===== config.mk =====
export PLATFORM = sky130hd
export DESIGN_NAME = sgp_gpio_port
export DESIGN_NICKNAME = d
export VERILOG_FILES = /design/src/sgp_pkg.sv /design/src/sgp_sync.sv /design/src/sgp_gpio_port.sv
export VERILOG_INCLUDE_DIRS = /design/src
export SDC_FILE = /design/constraint.sdc
export NUM_CORES = 1
export LEC_CHECK = 0
export BUFFER_PORTS_ARGS = -buffer_cell sky130_fd_sc_hd__buf_2
export CORE_MARGIN = 3
export CORE_UTILIZATION = 45
export CTS_CLUSTER_SIZE = 25
export DETAILED_ROUTE_END_ITERATION = 12
export PLACE_DENSITY = 0.67
export SLEW_MARGIN = 40
export SYNTH_ARGS = -nofsm -noshare
export SYNTH_HDL_FRONTEND = slang
export SYNTH_HIERARCHICAL = 1
export SYNTH_SLANG_ARGS = --single-unit

===== constraint.sdc =====
create_clock -name clock -period 1.5 [get_ports clock]
set_input_delay 0.15 -clock clock [delete_from_list [all_inputs] [get_ports clock]]
set_output_delay 0.15 -clock clock [all_outputs]
set_load 0.01 [all_outputs]

===== src/sgp_consts.svh =====
// sgp_consts.svh: offsets, field positions, reset values and timing counts
// for the shared 32-pin general purpose port.
// assumes: included by bare name; holds definitions only.
// Operation
// - thirty-two pins, one bit each per register
// - function bit wins; else direction picks in/out
// - reset leaves all pins as undriven inputs
// - inputs sampled at most every 128 ns
// - unused alternate function held inactive internally
// - general inputs captured into data register bit
// - data read returns sampled level, any role
// - general outputs drive their data register bit
// - pin 5 alternate is active-low event output
// - pins 6-12 alternate drive downstream resets 1-7
// - pins 21-24,31 alternate take expander interrupts
// - registers live in upstream configuration space
`ifndef SGP_CONSTS_SVH
`define SGP_CONSTS_SVH

// register byte offsets inside the upstream port configuration space
`define SGP_ADDR_W          12
`define SGP_OFF_FUNC        12'h210
`define SGP_OFF_DIR         12'h214
`define SGP_OFF_DATA        12'h218

// reset values: all general inputs, alternates off, data clear
`define SGP_RST_FUNC        32'h0000_0000
`define SGP_RST_DIR         32'h0000_0000
`define SGP_RST_DATA        32'h0000_0000

// pin count and alternate function pin positions
`define SGP_NUM_PINS        32
`define SGP_PIN_EVENT       5
`define SGP_PIN_DRST_LO     6
`define SGP_NUM_DRST        7
`define SGP_ALT_OUT_MASK    32'h0000_1FE0
`define SGP_PIN_IRQ0        21
`define SGP_PIN_IRQ10       31
`define SGP_NUM_IRQ         5

// input sampling interval: least time, rounded up to whole cycles
`define SGP_CLK_NS          25
`define SGP_SAMPLE_NS       128
`define SGP_SAMPLE_CYC      ((`SGP_SAMPLE_NS + `SGP_CLK_NS - 1) / `SGP_CLK_NS)

`endif


===== src/sgp_pkg.sv =====
// sgp_pkg.sv: types shared by the general purpose port files.
// assumes: constants come from sgp_consts.svh.
`include "sgp_consts.svh"

package sgp_pkg;

  // one configuration space access, taken in a single cycle
  typedef struct packed {
    logic                     req;
    logic                     wr;
    logic [`SGP_ADDR_W-1:0]   addr;
    logic [31:0]              wdata;
  } sgp_cfg_req_t;

  // answer to an access, one cycle after it is taken
  typedef struct packed {
    logic        ack;
    logic        hit;
    logic [31:0] rdata;
  } sgp_cfg_rsp_t;

endpackage


===== src/sgp_sync.sv =====
// sgp_sync.sv: two-flop synchroniser for a vector of pin levels.
// assumes: one clock; bits are independent asynchronous levels.
`timescale 1ns/100ps
`default_nettype none

module sgp_sync #(
  parameter int WIDTH = 32
) (
  // clock and reset
  input  wire logic             clock,
  input  wire logic             rst_b,
  // levels
  input  wire logic [WIDTH-1:0] d,
  output var  logic [WIDTH-1:0] q
);

  logic [WIDTH-1:0] meta_reg;

  // first stage feeds only the second stage
  always_ff @(posedge clock or negedge rst_b) begin
    if (!rst_b) begin
      meta_reg <= '0;
      q        <= '0;
    end else begin
      meta_reg <= d;
      q        <= meta_reg;
    end
  end

endmodule

`default_nettype wire


===== src/sgp_gpio_port.sv =====
// sgp_gpio_port.sv: 32-pin general purpose port with shared alternates.
// assumes: configuration accesses come from the upstream port's space;
// pin wires are resolved outside from pin_out and pin_oe.
`timescale 1ns/100ps
`default_nettype none
`include "sgp_consts.svh"

module sgp_gpio_port #(
  parameter int NUM_PINS   = `SGP_NUM_PINS,
  parameter int SAMPLE_CYC = `SGP_SAMPLE_CYC
) (
  // clock and reset
  input  wire logic                 clock,
  input  wire logic                 rst_b,
  // upstream configuration space access
  input  wire sgp_pkg::sgp_cfg_req_t cfg_req,
  output var  sgp_pkg::sgp_cfg_rsp_t cfg_rsp,
  // pins
  input  wire logic [NUM_PINS-1:0]  pin_in,
  output var  logic [NUM_PINS-1:0]  pin_out,
  output var  logic [NUM_PINS-1:0]  pin_oe,
  // alternate function sources inside the device
  input  wire logic                 event_src_n,
  input  wire logic [6:0]           down_reset_src_n,
  // alternate function inputs delivered to the device
  output var  logic [4:0]           expander_irq_n
);

  localparam int CNT_W = (SAMPLE_CYC > 1) ? $clog2(SAMPLE_CYC) : 1;
  localparam logic [CNT_W-1:0] CNT_LAST = CNT_W'(SAMPLE_CYC - 1);

  // refuse pin counts the pin map cannot serve and sample intervals below the least one
  if (NUM_PINS != `SGP_NUM_PINS) begin : g_bad_pins
    $error("sgp_gpio_port: NUM_PINS must be 32");
  end
  if (SAMPLE_CYC < `SGP_SAMPLE_CYC) begin : g_bad_cyc
    $error("sgp_gpio_port: SAMPLE_CYC shorter than the least interval");
  end

  logic [31:0]      func_reg, func_next;
  logic [31:0]      dir_reg, dir_next;
  logic [31:0]      data_out_reg, data_out_next;
  logic [31:0]      sampled_reg;
  logic [31:0]      pin_sync;
  logic [CNT_W-1:0] cnt_reg;
  logic             sample_tick;
  logic [31:0]      alt_val;
  logic [31:0]      pin_out_next, pin_oe_next;
  logic [4:0]       irq_pin, irq_alt, irq_next;
  logic             wr_func, wr_dir, wr_data, hit;
  logic [31:0]      rdata_next;

  // pin levels cross into the core clock
  sgp_sync #(
    .WIDTH (32)
  ) u_sync (
    .clock (clock),
    .rst_b (rst_b),
    .d     (pin_in),
    .q     (pin_sync)
  );

  // address decode of the upstream configuration space
  assign wr_func = cfg_req.req && cfg_req.wr && (cfg_req.addr == `SGP_OFF_FUNC);
  assign wr_dir  = cfg_req.req && cfg_req.wr && (cfg_req.addr == `SGP_OFF_DIR);
  assign wr_data = cfg_req.req && cfg_req.wr && (cfg_req.addr == `SGP_OFF_DATA);
  assign hit     = (cfg_req.addr == `SGP_OFF_FUNC) || (cfg_req.addr == `SGP_OFF_DIR)
                || (cfg_req.addr == `SGP_OFF_DATA);

  // register next values, one bit per pin
  assign func_next     = wr_func ? cfg_req.wdata : func_reg;
  assign dir_next      = wr_dir  ? cfg_req.wdata : dir_reg;
  assign data_out_next = wr_data ? cfg_req.wdata : data_out_reg;

  // read data: the data register always shows the sampled pin level
  assign rdata_next = (cfg_req.addr == `SGP_OFF_FUNC) ? func_reg :
                      (cfg_req.addr == `SGP_OFF_DIR)  ? dir_reg  :
                      (cfg_req.addr == `SGP_OFF_DATA) ? sampled_reg :
                      32'h0000_0000;

  // sample strobe no more often than the least interval
  assign sample_tick = (cnt_reg == CNT_LAST);

  // alternate output values; pins without an output alternate idle high
  always_comb begin
    alt_val = 32'hFFFF_FFFF;
    alt_val[`SGP_PIN_EVENT] = event_src_n;
    alt_val[`SGP_PIN_DRST_LO +: `SGP_NUM_DRST] = down_reset_src_n;
  end

  // pin role decode: function bit first, then direction
  assign pin_oe_next  = (~func_reg & dir_reg) | (func_reg & `SGP_ALT_OUT_MASK);
  assign pin_out_next = (func_reg & alt_val) | (~func_reg & data_out_reg);

  // expander interrupts: sampled pin in alternate role, else inactive high
  assign irq_pin = {sampled_reg[`SGP_PIN_IRQ10], sampled_reg[`SGP_PIN_IRQ0 +: 4]};
  assign irq_alt = {func_reg[`SGP_PIN_IRQ10], func_reg[`SGP_PIN_IRQ0 +: 4]};
  assign irq_next = irq_pin | ~irq_alt;

  // configuration registers
  always_ff @(posedge clock or negedge rst_b) begin
    if (!rst_b) begin
      func_reg     <= `SGP_RST_FUNC;
      dir_reg      <= `SGP_RST_DIR;
      data_out_reg <= `SGP_RST_DATA;
    end else begin
      func_reg     <= func_next;
      dir_reg      <= dir_next;
      data_out_reg <= data_out_next;
    end
  end

  // interval counter and sampled pin levels
  always_ff @(posedge clock or negedge rst_b) begin
    if (!rst_b) begin
      cnt_reg     <= '0;
      sampled_reg <= 32'h0000_0000;
    end else begin
      cnt_reg <= sample_tick ? '0 : cnt_reg + CNT_W'(1);
      if (sample_tick) begin
        sampled_reg <= pin_sync;
      end
    end
  end

  // registered pin drive and alternate inputs
  always_ff @(posedge clock or negedge rst_b) begin
    if (!rst_b) begin
      pin_oe         <= '0;
      pin_out        <= '0;
      expander_irq_n <= 5'h1F;
    end else begin
      pin_oe         <= pin_oe_next;
      pin_out        <= pin_out_next;
      expander_irq_n <= irq_next;
    end
  end

  // configuration answer, one cycle after the access
  always_ff @(posedge clock or negedge rst_b) begin
    if (!rst_b) begin
      cfg_rsp <= '0;
    end else begin
      cfg_rsp.ack   <= cfg_req.req;
      cfg_rsp.hit   <= cfg_req.req && hit;
      cfg_rsp.rdata <= (cfg_req.req && !cfg_req.wr) ? rdata_next : 32'h0000_0000;
    end
  end

  logic [7:0] gap_reg;
  always_ff @(posedge clock or negedge rst_b) begin
    if (!rst_b) begin
      gap_reg <= '0;
    end else begin
      gap_reg <= sample_tick ? 8'h00 : gap_reg + 8'h01;
    end
  end
endmodule

`default_nettype wire


==> qor.txt, run 1 <==
DRT Pass-1 Iters = 4
GRT met2 Usage = 32.2%
final slew viol count = 0
Final Power = 16.3 mW
Int Pwr = 12.9 mW
initial core utilization = 46.3%
Setup crit start kind = input port
Syn Inst Count = 674
clk sinks = 298
GR Layer Usage met1 = 25.0%
Root Buffer = clkbuf_16
commonest non-fill, non-tap cell in the layout = dfrtp_1
htree depth = 1
Pwr Density = 1130 nW/um^2
Area Growth Syn to Fin = 35.5%
Avg Cell Area, Syn = 15.7 sq um
I/O Buffers = 190
floorplan row count = 55
aggregate global routing overflow = 0
Clock Path Buffers = 3
Total GRT Usage = 18.6%
Post-Layout Cell Count = 1,318
sequential share of the synthesized area = 70.5%
Pleak = 7.11 nW
max-cap violation count = 0
number of flip-flops in the largest register = 34
placed cells = 1,186
initial antenna violation count = 0
Hold Fails Final Rpt = 0
die width = 159 microns
most frequent cells in the layout = 293 x dfrtp_1, 187 x buf_2, 82 x mux2_2
clk_skew = 0.00957 ns
RSZ-0062 raised after global routing = yes
Ys Warns = 6
post-route clock period utilization = 103%
worst slew pin tran = 0.393 ns
First DRT Iteration DRCs = 257
relative slew slack = 73.8%
Final ANT Viol Nets = 0
vias in the first global route = 6,906
Synth cell types = 29
Via density = 4.83
die height = 159 microns
Switch Pwr = 3.33 mW
Ports = 191
violated checks = setup timing
wire per inst = 18.3 microns
Seq cells post-synth = 298
CP Data Required Time = 1.92 ns
Worst setup EP type = flip-flop
Clock power frac = 45.1%
Switching Share = 20.5%
hpwl dp = 15.0 mm
routing usage on met3 = 2.86%
global-route wire length before repair = 37.9 mm
Filler cells = 1,736
Crit Path Class = in -> reg
Syn Std Cell Area = 10,600 sq um
hold crit path type = in -> reg
Final nets = 1,072
critical path arrival = 1.97 ns
f_max = 645 MHz
ANT cells = 0
largest net degree at the start of global routing = 56
outcome = complete, but fails checks
routability cong. = 0.728
CORE AREA = 22,800 sq um
worst setup margin = -0.0514 ns
die area = 25,400 sq um
CTS buffer count = 30
Post-Syn Nets = 762
final core occ = 62.8%
CTS tree = built
grt peak-use layer = met2
Top reg by flops = cfg_rsp
Peak VDD IR = 0.000812 V
combinational share of power = 4.2%
Post-Route WL = 24.1 mm
clock latency at the later pin of the worst-skew pair = 0.54 ns
DRC viols = 0
crit-path max FO = 7
sequential power share = 50.7%
clk slew on worst S/H paths = 0.06 ns
minimum clock period = 1.55 ns
share of cells above drive strength 1 = 48.9%
DR vias = 6,370
Finish-stage setup viols = 52
## Yosys cell counts
cell type,n,area share [%]
nor4b_1,2,0.17
dfstp_2,5,1.2
a221oi_2,30,4.3
buf_6,3,0.32
and4bb_2,1,0.12
inv_1,34,1.2
buf_1,1,0.035
nor4_4,2,0.40
mux2i_1,1,0.095
or4_1,1,0.071
or2_2,32,1.9
nor2_1,1,0.035
and3_1,1,0.059
buf_2,12,0.57
clkbuf_1,11,0.39
mux2_2,129,14
or4b_1,2,0.19
a21o_1,1,0.071
nor2b_1,24,1.4
dfrtp_1,293,69
nand2_1,34,1.2
o21ai_0,32,1.5
or4b_4,2,0.26
nand2b_1,5,0.30
clkbuf_2,2,0.095
nand3b_1,1,0.071
mux2_1,7,0.74
a221oi_1,2,0.17
nor3_1,3,0.14
## power groups by stage
| stage | sequential (mW) | combinational [mW] | clock (mW) |
|---|---|---|---|
| after global routing | 8.25 | 0.757 | 7.90 |
| final | 8.24 | 0.683 | 7.34 |
| after floorplan | 8.37 | 0.109 | 0 |
| after CTS | 8.24 | 0.687 | 7.53 |
| after detailed placement | 8.38 | 0.531 | 0 |
| after global placement | 8.38 | 0.529 | 0 |
## through the flow
step | setup TNS [ns] | worst slack [ns] | hold slack, ns | instance area [sq um]
floorplan | -33.98 | -0.289 | -0.146 | 10700
CTS | -0.229 | -0.0124 | 0.0290 | 14100
detailed placement | -70.05 | -0.589 | 0.0491 | 12400
finish | -0.928 | -0.0514 | 0.0558 | 14300
global route | -1.57 | -0.0630 | 0.0538 | 14300
global placement | -67.04 | -0.562 | 0.0511 | 12400
## final timing paths
kind	startpoint	end	slack, ns	cells after the start
max	cfg_req[38]	dir_reg[5]$_DFFE_PN0P_	-0.05	7
min	cfg_req[43]	cfg_rsp[32]$_DFF_PN0_	0.06	4
max reg2reg	cnt_reg[0]$_DFF_PN0_	sampled_reg[11]$_DFFE_PN0P_	0.20	3
min reg2reg	u_sync/meta_reg[0]$_DFF_PN0_	u_sync/q[0]$_DFF_PN0_	0.34	0
max in group asynchronous	rst_b	expander_irq_n[3]$_DFF_PN1_	0.79	3
min in group asynchronous	rst_b	pin_out[22]$_DFF_PN0_	0.09	2
## critical path, stage by stage
cell,delay [ns]
buf_6,0.09
or4b_4,0.58
buf_6,0.15
nor4_4,0.28
buf_6,0.20
buf_12,0.18
mux2_2,0.34
## what timing repair did
item	4_1_cts	5_1_grt
setup buffers	0	1
cloned	0	3
resized for setup	1	34
hold buffers	75	0
pin swaps	0	2
endpoints found under the setup margin	48	90
endpoints found under the hold margin	434	0
## routing by layer
metal,part of all wire (%),vias to the layer above
met5,0,-
met1,43,3278
met3,4.3,26
met2,51,139
met4,1.5,0
li1,-,2927
## cell type report
cell class	count	area [sq um]	share of cell area, %
inverters	34	128	0.889
repair buffers	307	2310	16.1
clock buffers	45	928	6.47
clock inverters	8	70.1	0.488
multi-input cells	313	3060	21.3
well taps	313	392	2.73
flip-flops and latches	298	7460	52.0
## cells by family (layout without fill, tap and decap cells)
logic type / Yosys count / after routing / share of synthesized area (%)
flip-flops: 298 / 298 / 70.5
AO/OA/AOI/OAI: 65 / 65 / 6.00
multiplexers: 137 / 137 / 14.6
buffers and inverters: 63 / 394 / 2.61
AND/OR/NAND/NOR: 111 / 111 / 6.32
Power figures use the tool's default switching activity.
==> run 2: changes to the inputs <==
--- a/config.mk
+++ b/config.mk
@@ -7,7 +7,6 @@
 export NUM_CORES = 1
 export LEC_CHECK = 0
 export BUFFER_PORTS_ARGS = -buffer_cell sky130_fd_sc_hd__buf_2
-export CORE_MARGIN = 3
 export CORE_UTILIZATION = 45
 export CTS_CLUSTER_SIZE = 25
 export DETAILED_ROUTE_END_ITERATION = 12
==> qor.txt, run 2 (same netlist as run 1, synthesis figures left out) <==
Fin Hold WS = 0.0593 ns
CP dominant cell by count = buf_6
routability cong. = 0.733
die height = 155 microns
share of cells above drive strength 1 = 49.8%
Top reg by flops = cfg_rsp
clk slew on worst S/H paths = 0.06 ns
Hold Fails Final Rpt = 0
area taken by multi-input logic gates = 3170 sq um
minimum clock period = 1.56 ns
commonest non-fill, non-tap cell in the layout = dfrtp_1
Crit Path Class = in -> reg
First DRT Iteration DRCs = 239
setup TNS = -0.908 ns
DRT Pass-1 Iters = 4
Slowest-stage cell, CP = or4b_4
Worst setup startpoint = cfg_req[42]
f_max = 643 MHz
worst slew pin tran = 0.403 ns
relative slew slack = 73.1%
Area Growth Syn to Fin = 38.6%
Setup crit start kind = input port
CP Data Required Time = 1.92 ns
FF-to-FF setup slack = 0.19 ns
Via density = 4.83
most frequent cells in the layout = 293 x dfrtp_1, 186 x buf_2, 74 x dlygate4sd3_1
Total GRT Usage = 20.0%
largest net degree at the start of global routing = 49
initial antenna violation count = 0
Finish-stage setup viols = 53
RSZ-0062 raised after global routing = yes
worst setup margin = -0.0556 ns
die width = 155 microns
Post-Layout Cell Count = 1,333
Ports = 191
hold crit path type = in -> reg
post-route clock period utilization = 104%
clk sinks = 298
Pwr Density = 1120 nW/um^2
aggregate global routing overflow = 0
vias in the first global route = 6,834
Max stage delay on crit path = 0.57 ns
number of flip-flops in the largest register = 34
initial core utilization = 46.3%
Final nets = 1,084
CORE AREA = 22,800 sq um
violated checks = setup timing
placed cell areas = 12,400 sq um
global-route wire length before repair = 37.2 mm
I/O Buffers = 190
r2r endpoint = sampled_reg[18]$_DFFE_PN0P_
R2R depth = 3
Filler cells = 1,723
max-cap violation count = 0
ANT cells = 0
cells along the critical path = buf_2 -> or4b_4 -> buf_6 -> nor4_4 -> buf_6 -> clkbuf_16 -> mux2_2
Clock Path Buffers = 3
wire per inst = 18.5 microns
hpwl dp = 14.5 mm
Worst setup EP type = flip-flop
Post-Route WL = 24.7 mm
placed cells = 1,189
crit-path max FO = 8
Pleak = 7.24 nW
DR vias = 6,443
Peak VDD IR = 0.000911 V
clk_skew = 0.0122 ns
DRC viols = 0
RR Startpoint = cnt_reg[2]$_DFF_PN0_
final instance area = 14,700 sq um
final slew viol count = 0
outcome = complete, but fails checks
floorplan row count = 55
Reg area = 7460 sq um
CTS tree = built
Final ANT Viol Nets = 0
critical path arrival = 1.98 ns
Final Power = 16.5 mW
Root Buffer = clkbuf_16
Setup crit end = func_reg[8]$_DFFE_PN0P_
htree depth = 1
CTS buffer count = 30
clock latency at the later pin of the worst-skew pair = 0.54 ns
die area = 24,100 sq um
## run 2: changes by cell type in the layout (fill, tap and decap cells not counted), moves of 3 or more
| cell | change |
|---|---|
| mux2_2 | -9 |
| a221oi_4 | +5 |
| buf_4 | +6 |
| buf_6 | +4 |
| a221oi_2 | -3 |
| mux2_4 | +10 |
| clkbuf_16 | +4 |
## run 2: through the flow
step                      setup WS, ns  util, %
after CTS                      -0.0235     62.7
final                          -0.0556     64.2
after detailed placement        -0.641     54.2
after global placement          -0.589     54.2
after floorplan                 -0.289        -
after global routing           -0.0468     64.2
## run 2: cell type report
| cell class | instances | area share [%] |
|---|---|---|
| Sequential cell | 298 | 50.9 |
| Multi-Input combinational cell | 313 | 21.6 |
| Tap cell | 313 | 2.67 |
| Timing Repair Buffer | 319 | 17.0 |
| Clock buffer | 47 | 6.38 |
| Inverter | 34 | 0.870 |
| Clock inverter | 9 | 0.648 |
## run 2: report_power, final
part | internal [mW] | switching [mW]
Combinational | 0.336 | 0.349
Sequential | 8.18 | 0.0495
Clock | 4.60 | 2.95
## run 2: timing repair
| action | 4_1_cts | 5_1_grt |
|---|---|---|
| hold buffers | 73 | 1 |
| endpoints found under the hold margin | 430 | 3 |
| resized for setup | 33 | 41 |
| setup buffers | 5 | 3 |
| setup endpoints to repair | 56 | 72 |
| gates cloned | 2 | 6 |
| pin swaps | 0 | 5 |
## run 2: worst min path at each step
stage | cells after the start | endpoint | slack, ns | start
finish | 4 | cfg_rsp[32]$_DFF_PN0_ | 0.06 | cfg_req[37]
global route | 4 | cfg_rsp[32]$_DFF_PN0_ | 0.06 | cfg_req[37]
CTS | 2 | data_out_reg[16]$_DFFE_PN0P_ | -0.14 | cfg_req[16]
detailed placement | 1 | pin_out[5]$_DFF_PN0_ | 0.08 | rst_b
global placement | 1 | data_out_reg[5]$_DFFE_PN0P_ | 0.08 | rst_b
floorplan | 0 | cfg_rsp[0]$_DFF_PN0_ | -0.15 | rst_b
## run 2: layer usage
layer / track usage, % / part of all wire (%)
met1: 26.6 / 43
met2: 33.9 / 50
met3: 3.29 / 3.9
met4: 5.51 / 2.4
met5: 0 / 0
## run 2: critical path, delay by kind of cell
family                 cells  cell delay (ns)
multiplexers               1             0.33
AND/OR/NAND/NOR            2             0.87
buffers and inverters      4             0.61
